`src/hw/spcm_pkg.sv`:
```
// Package with constants, types and register map for the page cache state manager
package spcm_pkg;
    localparam int NPAGE = 16;
    localparam int PW = 4;
    localparam int NENC = 4;
    localparam int EW = 2;
    localparam int VSLOTS = 8;
    localparam int SW = 3;
    localparam int VERW = 8;
    localparam int TAGW = 16;
    // Register byte offsets
    localparam logic [7:0] A_CMD = 8'h00;
    localparam logic [7:0] A_ARG = 8'h04;
    localparam logic [7:0] A_STAT = 8'h08;
    localparam logic [7:0] A_PAGE = 8'h0C;
    localparam logic [7:0] A_CFG = 8'h10;
    localparam logic [7:0] A_EVT = 8'h14;
    localparam logic [7:0] A_TAGI = 8'h18;
    localparam logic [7:0] A_TAGO = 8'h1C;
    // Command codes
    localparam logic [3:0] OP_BLOCK = 4'h1;
    localparam logic [3:0] OP_TRACK = 4'h2;
    localparam logic [3:0] OP_EVICT = 4'h3;
    localparam logic [3:0] OP_LDU = 4'h4;
    localparam logic [3:0] OP_LDB = 4'h5;
    localparam logic [3:0] OP_ADDVA = 4'h6;
    localparam logic [3:0] OP_AUG = 4'h7;
    localparam logic [3:0] OP_ACCEPT = 4'h8;
    localparam logic [3:0] OP_ADDCTL = 4'h9;
    localparam logic [3:0] OP_ADDREG = 4'hA;
    localparam logic [3:0] OP_ACCESS = 4'hB;
    localparam logic [3:0] OP_IPI = 4'hC;
    // Page types
    localparam logic [1:0] T_REG = 2'h0;
    localparam logic [1:0] T_CTL = 2'h1;
    localparam logic [1:0] T_VA = 2'h2;
    // Status codes
    localparam logic [2:0] S_OK = 3'h0;
    localparam logic [2:0] S_FAIL = 3'h1;
    localparam logic [2:0] S_PF = 3'h2;
    localparam logic [2:0] S_NOSUP = 3'h3;
    localparam logic [2:0] S_BADOP = 3'h4;
    // Field positions in the argument register
    localparam int F_PAGE = 0;
    localparam int F_ENC = 4;
    localparam int F_VAPG = 8;
    localparam int F_SLOT = 12;
    localparam int F_TLB = 16;
    localparam logic [2:0] STAT_RST = 3'h0;
    localparam logic [VERW-1:0] VER_RST = 8'h01;
    typedef enum logic [2:0] {
        ST_IDLE = 3'b001,
        ST_EXEC = 3'b010,
        ST_DONE = 3'b100
    } spcm_state_e;
endpackage : spcm_pkg

```
`src/hw/spcm_core.sv`:
```
// Our own choices: register access over APB and the register offsets.
`timescale 1ns/1ns
// APB-reached manager of protected page cache life-cycle state
module spcm_core
    import spcm_pkg::*;
(
    input wire logic i_clk,
    input wire logic i_rstn,
    input wire logic i_psel,
    input wire logic i_penable,
    input wire logic i_pwrite,
    input wire logic [7:0] i_paddr,
    input wire logic [31:0] i_pwdata,
    output logic [31:0] o_prdata,
    output logic o_pready,
    output logic o_pslverr,
    output logic o_busy
);
    spcm_state_e state_reg;
    logic [31:0] arg_reg;
    logic [3:0] op_reg;
    logic [2:0] stat_reg;
    logic [31:0] prdata_reg;
    logic pready_reg;
    logic pslverr_reg;
    logic gen2_reg;
    logic [TAGW-1:0] tagi_reg;
    logic [TAGW-1:0] tago_reg;
    logic [7:0] evt_reg;
    logic [NPAGE-1:0] valid_reg, blocked_reg, pending_reg, tlb_reg, tracked_reg;
    logic [1:0] type_reg [NPAGE];
    logic [EW-1:0] owner_reg [NPAGE];
    logic [TAGW-1:0] data_reg [NPAGE];
    logic [VERW-1:0] ver_reg [NPAGE];
    logic [VERW-1:0] slot_reg [NPAGE][VSLOTS];
    logic [VERW-1:0] gver_reg;
    logic [NENC-1:0] ctl_res_reg;

    // Operand decode
    wire logic [PW-1:0] pg = arg_reg[F_PAGE +: PW];
    wire logic [EW-1:0] en = arg_reg[F_ENC +: EW];
    wire logic [PW-1:0] vp = arg_reg[F_VAPG +: PW];
    wire logic [SW-1:0] sl = arg_reg[F_SLOT +: SW];
    wire logic [EW-1:0] pg_owner = owner_reg[pg];
    wire logic [VERW-1:0] slot_ver = slot_reg[vp][sl];
    wire logic va_ok = valid_reg[vp] && type_reg[vp] == T_VA;
    wire logic ctl_here = ctl_res_reg[en];
    wire logic is_dyn = op_reg == OP_AUG || op_reg == OP_ACCEPT;
    wire logic [TAGW-1:0] tag_now;
    wire logic [TAGW-1:0] tag_evict;
    // A page reloads with the type it had when evicted: a control page only into an
    // enclave that lacks one, a regular page only once its control page is back, a VA page at any time
    wire logic ld_is_ctl = type_reg[pg] == T_CTL;
    wire logic ld_order_ok = ld_is_ctl ? !ctl_here : (type_reg[pg] == T_VA || ctl_here);

    // Count resident regular pages of the target page's own enclave; the recorded
    // owner is used so a wrong enclave operand cannot free a control page early
    logic [NPAGE-1:0] members;
    genvar gi;
    generate
        for (gi = 0; gi < NPAGE; gi++) begin : g_mem
            assign members[gi] = valid_reg[gi] && owner_reg[gi] == pg_owner
                && type_reg[gi] == T_REG;
        end
    endgenerate
    wire logic others_resident = |(members & ~(NPAGE'(1) << pg));

    spcm_tag u_tag (
        .i_page(pg),
        .i_enc(en),
        .i_ver(slot_ver),
        .i_data(data_reg[pg]),
        .o_tag(tag_now)
    );

    // Tag handed out on eviction is the one a later reload of this copy must present
    spcm_tag u_tag_evict (
        .i_page(pg),
        .i_enc(pg_owner),
        .i_ver(gver_reg),
        .i_data(data_reg[pg]),
        .o_tag(tag_evict)
    );

    // Precondition per operation; a false one changes no page state
    logic ok;
    logic [2:0] fail_code;
    always_comb begin
        ok = 1'b0;
        fail_code = S_FAIL;
        unique case (op_reg)
            OP_BLOCK: ok = valid_reg[pg] && type_reg[pg] == T_REG && !pending_reg[pg];
            OP_TRACK: ok = ctl_here;
            OP_EVICT: begin
                if (type_reg[pg] == T_CTL)
                    ok = valid_reg[pg] && !others_resident && va_ok;
                else if (type_reg[pg] == T_VA)
                    ok = valid_reg[pg] && vp != pg && va_ok;
                else
                    ok = valid_reg[pg] && blocked_reg[pg] && tracked_reg[pg]
                        && !tlb_reg[pg] && va_ok;
                ok = ok && slot_ver == '0;
            end
            OP_LDU, OP_LDB:
                ok = !valid_reg[pg] && va_ok && slot_ver != '0 && ld_order_ok
                    && tagi_reg == tag_now;
            OP_ADDVA, OP_ADDCTL: ok = !valid_reg[pg] && !(op_reg == OP_ADDCTL && ctl_here);
            OP_ADDREG: ok = !valid_reg[pg] && ctl_here;
            OP_AUG: ok = !valid_reg[pg] && ctl_here;
            OP_ACCEPT: ok = valid_reg[pg] && pending_reg[pg] && type_reg[pg] == T_REG
                && owner_reg[pg] == en;
            OP_ACCESS: begin
                // A cached translation keeps a blocked page usable until the flush
                ok = valid_reg[pg] && !pending_reg[pg] && (!blocked_reg[pg] || tlb_reg[pg]);
                fail_code = S_PF;
            end
            OP_IPI: ok = 1'b1;
            default: fail_code = S_BADOP;
        endcase
        if (is_dyn && !gen2_reg) begin
            ok = 1'b0;
            fail_code = S_NOSUP;
        end
    end

    // APB decode
    wire logic acc = i_psel && i_penable && pready_reg;
    wire logic wr = acc && i_pwrite;
    wire logic hit = i_paddr == A_CMD || i_paddr == A_ARG || i_paddr == A_STAT
        || i_paddr == A_PAGE || i_paddr == A_CFG || i_paddr == A_EVT
        || i_paddr == A_TAGI || i_paddr == A_TAGO;
    wire logic start = wr && i_paddr == A_CMD && state_reg == ST_IDLE;
    wire logic [PW-1:0] rpg = arg_reg[F_PAGE +: PW];
    wire logic [31:0] page_word = {8'h00, ver_reg[rpg], 6'h00, owner_reg[rpg],
        1'b0, type_reg[rpg], tracked_reg[rpg], tlb_reg[rpg], pending_reg[rpg],
        blocked_reg[rpg], valid_reg[rpg]};
    wire logic [31:0] rdata =
        i_paddr == A_CMD ? {28'h0, op_reg} :
        i_paddr == A_ARG ? arg_reg :
        i_paddr == A_STAT ? {28'h0, state_reg != ST_IDLE, stat_reg} :
        i_paddr == A_PAGE ? page_word :
        i_paddr == A_CFG ? {31'h0, gen2_reg} :
        i_paddr == A_EVT ? {24'h0, evt_reg} :
        i_paddr == A_TAGI ? {16'h0, tagi_reg} :
        i_paddr == A_TAGO ? {16'h0, tago_reg} : 32'h0;

    always_ff @(posedge i_clk) begin
        if (!i_rstn) begin
            pready_reg <= 1'b0;
            prdata_reg <= 32'h0;
            pslverr_reg <= 1'b0;
        end else begin
            // One wait state: ready rises in the second access cycle
            // Read data is caught in the wait state so that it stands with ready
            pready_reg <= i_psel && i_penable && !pready_reg;
            pslverr_reg <= i_psel && i_penable && !pready_reg && !hit;
            prdata_reg <= (i_psel && !i_pwrite) ? rdata : 32'h0;
        end
    end

    always_ff @(posedge i_clk) begin
        if (!i_rstn) begin
            arg_reg <= 32'h0;
            gen2_reg <= 1'b0;
            tagi_reg <= '0;
        end else if (wr && state_reg == ST_IDLE) begin
            // Operands freeze while an operation runs, so a late write cannot
            // retarget the page that is being changed
            if (i_paddr == A_ARG) arg_reg <= i_pwdata;
            if (i_paddr == A_CFG) gen2_reg <= i_pwdata[0];
            if (i_paddr == A_TAGI) tagi_reg <= i_pwdata[TAGW-1:0];
        end
    end

    always_ff @(posedge i_clk) begin
        if (!i_rstn) begin
            state_reg <= ST_IDLE;
            op_reg <= 4'h0;
        end else begin
            unique case (state_reg)
                ST_IDLE: if (start) begin
                    op_reg <= i_pwdata[3:0];
                    state_reg <= ST_EXEC;
                end
                // EXEC decides and commits in one cycle; DONE holds busy one more
                // cycle so status is settled before software sees it clear
                ST_EXEC: state_reg <= ST_DONE;
                ST_DONE: state_reg <= ST_IDLE;
            endcase
        end
    end

    // Page state updates, taken only in the execute cycle and only when ok
    wire logic go = state_reg == ST_EXEC && ok;
    always_ff @(posedge i_clk) begin
        if (!i_rstn) begin
            valid_reg <= '0;
            blocked_reg <= '0;
            pending_reg <= '0;
            tlb_reg <= '0;
            tracked_reg <= '0;
            ctl_res_reg <= '0;
            stat_reg <= STAT_RST;
            evt_reg <= 8'h00;
            tago_reg <= '0;
            gver_reg <= VER_RST;
            for (int p = 0; p < NPAGE; p++) begin
                type_reg[p] <= T_REG;
                owner_reg[p] <= '0;
                data_reg[p] <= '0;
                ver_reg[p] <= '0;
                for (int s = 0; s < VSLOTS; s++) slot_reg[p][s] <= '0;
            end
        end else if (state_reg == ST_EXEC) begin
            stat_reg <= ok ? S_OK : fail_code;
            evt_reg <= evt_reg + 8'h01;
            if (go) begin
                unique case (op_reg)
                    OP_BLOCK: begin
                        blocked_reg[pg] <= 1'b1;
                        tracked_reg[pg] <= 1'b0;
                    end
                    OP_TRACK: begin
                        // Marks blocked pages of this enclave as tracked
                        for (int p = 0; p < NPAGE; p++)
                            if (valid_reg[p] && blocked_reg[p] && owner_reg[p] == en)
                                tracked_reg[p] <= 1'b1;
                    end
                    OP_IPI: tlb_reg <= '0;
                    OP_EVICT: begin
                        valid_reg[pg] <= 1'b0;
                        tago_reg <= tag_evict;
                        slot_reg[vp][sl] <= gver_reg;
                        ver_reg[pg] <= gver_reg;
                        gver_reg <= gver_reg + VER_RST;
                        if (type_reg[pg] == T_CTL) ctl_res_reg[owner_reg[pg]] <= 1'b0;
                    end
                    OP_LDU, OP_LDB: begin
                        valid_reg[pg] <= 1'b1;
                        blocked_reg[pg] <= op_reg == OP_LDB;
                        tlb_reg[pg] <= 1'b0;
                        owner_reg[pg] <= en;
                        tracked_reg[pg] <= 1'b0;
                        // Type survives eviction, so a control page returns as one
                        if (ld_is_ctl) ctl_res_reg[en] <= 1'b1;
                        slot_reg[vp][sl] <= '0;
                    end
                    OP_ADDVA, OP_ADDCTL, OP_ADDREG, OP_AUG: begin
                        valid_reg[pg] <= 1'b1;
                        blocked_reg[pg] <= 1'b0;
                        tlb_reg[pg] <= 1'b0;
                        owner_reg[pg] <= en;
                        data_reg[pg] <= '0;
                        pending_reg[pg] <= op_reg == OP_AUG;
                        type_reg[pg] <= op_reg == OP_ADDVA ? T_VA :
                            op_reg == OP_ADDCTL ? T_CTL : T_REG;
                        if (op_reg == OP_ADDCTL) ctl_res_reg[en] <= 1'b1;
                        if (op_reg == OP_ADDVA)
                            for (int s = 0; s < VSLOTS; s++) slot_reg[pg][s] <= '0;
                    end
                    OP_ACCEPT: pending_reg[pg] <= 1'b0;
                    OP_ACCESS: begin
                        tlb_reg[pg] <= 1'b1;
                        data_reg[pg] <= data_reg[pg] + {8'h00, arg_reg[31:24]};
                    end
                    default: ;
                endcase
            end
        end
    end

    // Ready, error and read data leave straight from their flops; busy is high
    // exactly while the sequencer is away from idle

    assign o_prdata = prdata_reg;
    assign o_pready = pready_reg;
    assign o_pslverr = pslverr_reg;
    always_ff @(posedge i_clk) begin
        if (!i_rstn) o_busy <= 1'b0;
        else o_busy <= start || (state_reg == ST_EXEC);
    end
endmodule : spcm_core

```
`src/hw/spcm_tag.sv`:
```
`timescale 1ns/1ns
// Integrity tag function over page identity, version and contents digest
module spcm_tag
    import spcm_pkg::*;
(
    input wire logic [PW-1:0] i_page,
    input wire logic [EW-1:0] i_enc,
    input wire logic [VERW-1:0] i_ver,
    input wire logic [TAGW-1:0] i_data,
    output logic [TAGW-1:0] o_tag
);
    // Stand-in for the abstracted MAC engine; binds page, owner, version and data
    wire logic [TAGW-1:0] mix;
    assign mix = {i_ver, 2'h0, i_enc, i_page} ^ i_data;
    assign o_tag = {mix[10:0], mix[15:11]} ^ 16'hA5C3;
endmodule : spcm_tag

```
`config.mk`:
```
export PLATFORM = sky130hd
export DESIGN_NAME = spcm_core
export DESIGN_NICKNAME = d
export VERILOG_FILES = /design/src/hw/spcm_pkg.sv /design/src/hw/spcm_core.sv /design/src/hw/spcm_tag.sv
export SDC_FILE = /design/constraint.sdc
export NUM_CORES = 2
export LEC_CHECK = 0
export BUFFER_PORTS_ARGS = -buffer_cell sky130_fd_sc_hd__buf_2
export CAP_MARGIN = 20
export CELL_PAD_IN_SITES_DETAIL_PLACEMENT = 1
export CELL_PAD_IN_SITES_GLOBAL_PLACEMENT = 2
export CORE_ASPECT_RATIO = 1.2
export CORE_UTILIZATION = 40
export DETAILED_ROUTE_END_ITERATION = 12
export PLACE_DENSITY_LB_ADDON = 0.1
export SYNTH_ARGS = -nofsm -noshare
export SYNTH_HDL_FRONTEND = slang
export SYNTH_SLANG_ARGS = --single-unit
```
`constraint.sdc`:
```
create_clock -name i_clk -period 5.1 [get_ports i_clk]
set_clock_uncertainty 0.05 [all_clocks]
set_input_delay 0.51 -clock i_clk [delete_from_list [all_inputs] [get_ports i_clk]]
set_output_delay 0.51 -clock i_clk [all_outputs]
set_load 0.05 [all_outputs]
```
==> results.toml <==
[run_status]
status = "complete, but fails checks"
violations = "negative setup slack"

[timing]
hold_ws_ns = 0.1458
max_freq_ghz = 0.1907
tns_ns = -46.09
rsz0062_at_grt = "true"
setup_viol = 1031
final.min_clock_period_ns = 5.243
worst_pin_slew_ns = 1.202
hold_violations = 0
timing.final.crit_share = 1.028
worst_slack_ns = -0.1434
slew_headroom = 0.1990
drv_slew = 0

[worst_setup_path]
crit_arrival_ns = 5.85
worstSetupPathType = "flop to flop"
startpoint_type = "flop"
cp.required_ns = 5.70
cp-end-kind = "flop"
path_max_fanout = 27

[synth]
ys_seq_area_frac = 0.6012
ys_ff_latch = 1690
async_flop_share = 0
avgSynthCellArea_um2 = 12.11
yosysWarningCount = 0
synth_nets = 6727
syn_area_um2 = 80790
synth-edff-count = 1472
synth_ff_type = "edfxtp_1"
synthDistinctLibCells = 79
synthCells = 6671

[cells_and_area]
finalNetCount = 7163
final_cell_count_no_fill = 9897
drive_gt1_frac = 0.2321
syn2layout_area_growth_pct = 20.60
final_common_cell = "edfxtp_1"
largest_reg_flops = 1024
layout.cells.most_common_list = "1472 x edfxtp_1, 942 x nor3_1, 708 x buf_4"
fillCellCount = 20350
register_area_um2 = 48590
multi_input_area_um2 = 29820

[placed_design]
dp_slack_ns = -0.8671
dp_cells = 9452
io_buffer_count = 79
hpwl_mm = 218.6
globalplace.congestion = 0.9236

[cts]
clockBufferDepth = 3
path_clk_slew_ns = 0.06
cts-root-buf = "clkbuf_16"
cts_buffers = 180
clock-sinks = 1690
cts_tree = "yes"
cts.htree.levels = 4
insertion_delay_ns = 0.84

[route]
vias = 61160
postRouteAntennaNets = 0
drtPass1Iterations = 6
drt-initial-drc-count = 5756
post-route-drc-count = 0
routed_wl_mm = 323.1
viasPerCell = 6.179
wl_per_cell_um = 32.65

[floorplan]
row_count = 180
pin_count = 80
fp.dieH_um = 494.3
die_area_um2 = 203800
fp.dieW_um = 412.3
core-area_um2 = 200700
initial_core_util = 0.4026

[grt]
overflow = 0
antenna_found_initial = 14
grt_pass1_wl_mm = 455.8
first_global_vias = 61780
grt_usage = 0.3106
grt_max_degree = 135

[worst_hold_path]
hp-class = "input port to flop"

[flow_run]
maxCapViolCount = 0

[pwr]
leakage_nw = 31.28
power.total_mw = 30.18
power_density_nw_per_um2 = 309.8
vdd_drop_max_mv = 0.3220
through the flow:
step | utilization | instance area, um2
CTS | 0.4812 | 96550
finish | 0.4855 | 97430
global placement | 0.4457 | 89440
global route | 0.4855 | 97430
floorplan | - | 80790
detailed placement | 0.4458 | 89460
power by group:
group,internal (mW),total [mW],switching (mW)
Combinational,0.473,1.23,0.756
Clock,7.38,13.2,5.78
Sequential,15.6,15.8,0.222
per-layer routing:
| layer | vias to the layer above | global-route usage | part of all wire |
|---|---|---|---|
| met4 | 6 | 0.09582 | 0.033 |
| li1 | 26210 | - | - |
| met3 | 445 | 0.04052 | 0.068 |
| met5 | - | 0 | 0.00012 |
| met2 | 2348 | 0.4937 | 0.47 |
| met1 | 32150 | 0.4412 | 0.43 |
synthesized netlist by cell type (5+ instances only):
cell type,instances,area share
a221oi_1,6,0.00065
nand2b_1,18,0.0014
nand4bb_1,5,0.00070
o211ai_1,68,0.0063
nand4b_1,9,0.00098
buf_4,9,0.00084
nand3_1,158,0.0098
a21oi_1,189,0.012
edfxtp_1,1472,0.55
and2_1,19,0.0015
nor3_1,996,0.062
a22o_1,5,0.00054
dfxtp_1,218,0.054
a31oi_1,7,0.00054
ha_1,10,0.0015
clkbuf_1,470,0.022
nor2b_1,18,0.0014
o221a_2,5,0.00070
mux2_2,19,0.0026
nor2_1,405,0.019
mux4_2,187,0.052
nor3b_1,7,0.00065
nand4_1,69,0.0053
o22ai_1,9,0.00070
o32ai_1,6,0.00065
o21a_1,18,0.0017
o21ai_0,125,0.0077
xnor2_1,60,0.0065
mux2i_1,519,0.064
nor3_2,58,0.0072
buf_6,13,0.0018
xor2_1,63,0.0068
buf_2,214,0.013
nor4_1,56,0.0043
o21bai_1,5,0.00046
and3_1,249,0.019
inv_1,70,0.0033
nand2_1,365,0.017
nand3b_1,10,0.00093
or4_1,12,0.0011
buf_1,52,0.0024
a22oi_1,147,0.014
o31ai_1,175,0.016
or3_1,12,0.00093
worst max-delay path: stages, from the launching register on:
cell and delay, ns:
dfxtp_4 0.40, buf_4 0.15, buf_16 0.17, buf_4 0.14, buf_6 0.16, mux2i_2 0.29, a22oi_1 0.10, nand3_1 0.17
nand4_1 0.23, nor4_4 0.39, buf_4 0.19, nand4_1 0.12, buf_6 0.18, xnor2_1 0.13, nor4_2 0.27, nor4bb_4 0.26
buf_4 0.19, nor3_4 0.06, buf_12 0.19, or4b_4 0.57, buf_12 0.17, buf_16 0.20, nor3_1 0.17
final cells by class:
cell class | instances | area share
multi-input cells | 4156 | 0.3061
clock inverters | 99 | 0.009965
flip-flops and latches | 1690 | 0.4987
clock buffers | 232 | 0.04929
diodes | 2 | 0.00005137
inverters | 74 | 0.002864
repair buffers | 1005 | 0.09914
well taps | 2639 | 0.03389
cells by family after synthesis:
kind of cell	after synthesis	synth area share
AND/OR/NAND/NOR	2482	0.1549
flip-flops	1690	0.6012
buffers and inverters	832	0.04360
AO/OA/AOI/OAI	808	0.06616
multiplexers	725	0.1191
XOR/XNOR	123	0.01333
adder cells (fa/ha/maj)	11	0.001797
worst paths after layout:
check / startpoint / end / slack, ns / cells past startpoint
hold reg to reg: arg_reg[20]$_SDFFE_PN0P_ / arg_reg[20]$_SDFFE_PN0P_ / 0.41 / 2
hold / removal: i_psel / o_prdata[0]$_SDFF_PN0_ / 0.15 / 3
setup / recovery: flop / slot_reg[5][41]$_SDFFCE_PN0P_ / -0.14 / 22
setup reg to reg: flop / slot_reg[5][41]$_SDFFCE_PN0P_ / -0.14 / 22
timing repair:
action,in CTS,in global routing
hold buffers,35,0
gates cloned,9,9
endpoints found under the hold margin,74,0
gates resized for setup,98,74
endpoints found under the setup margin,3047,2654
setup buffers,31,27
pin swaps,19,12
No activity file was read; power rests on OpenSTA's default activity.
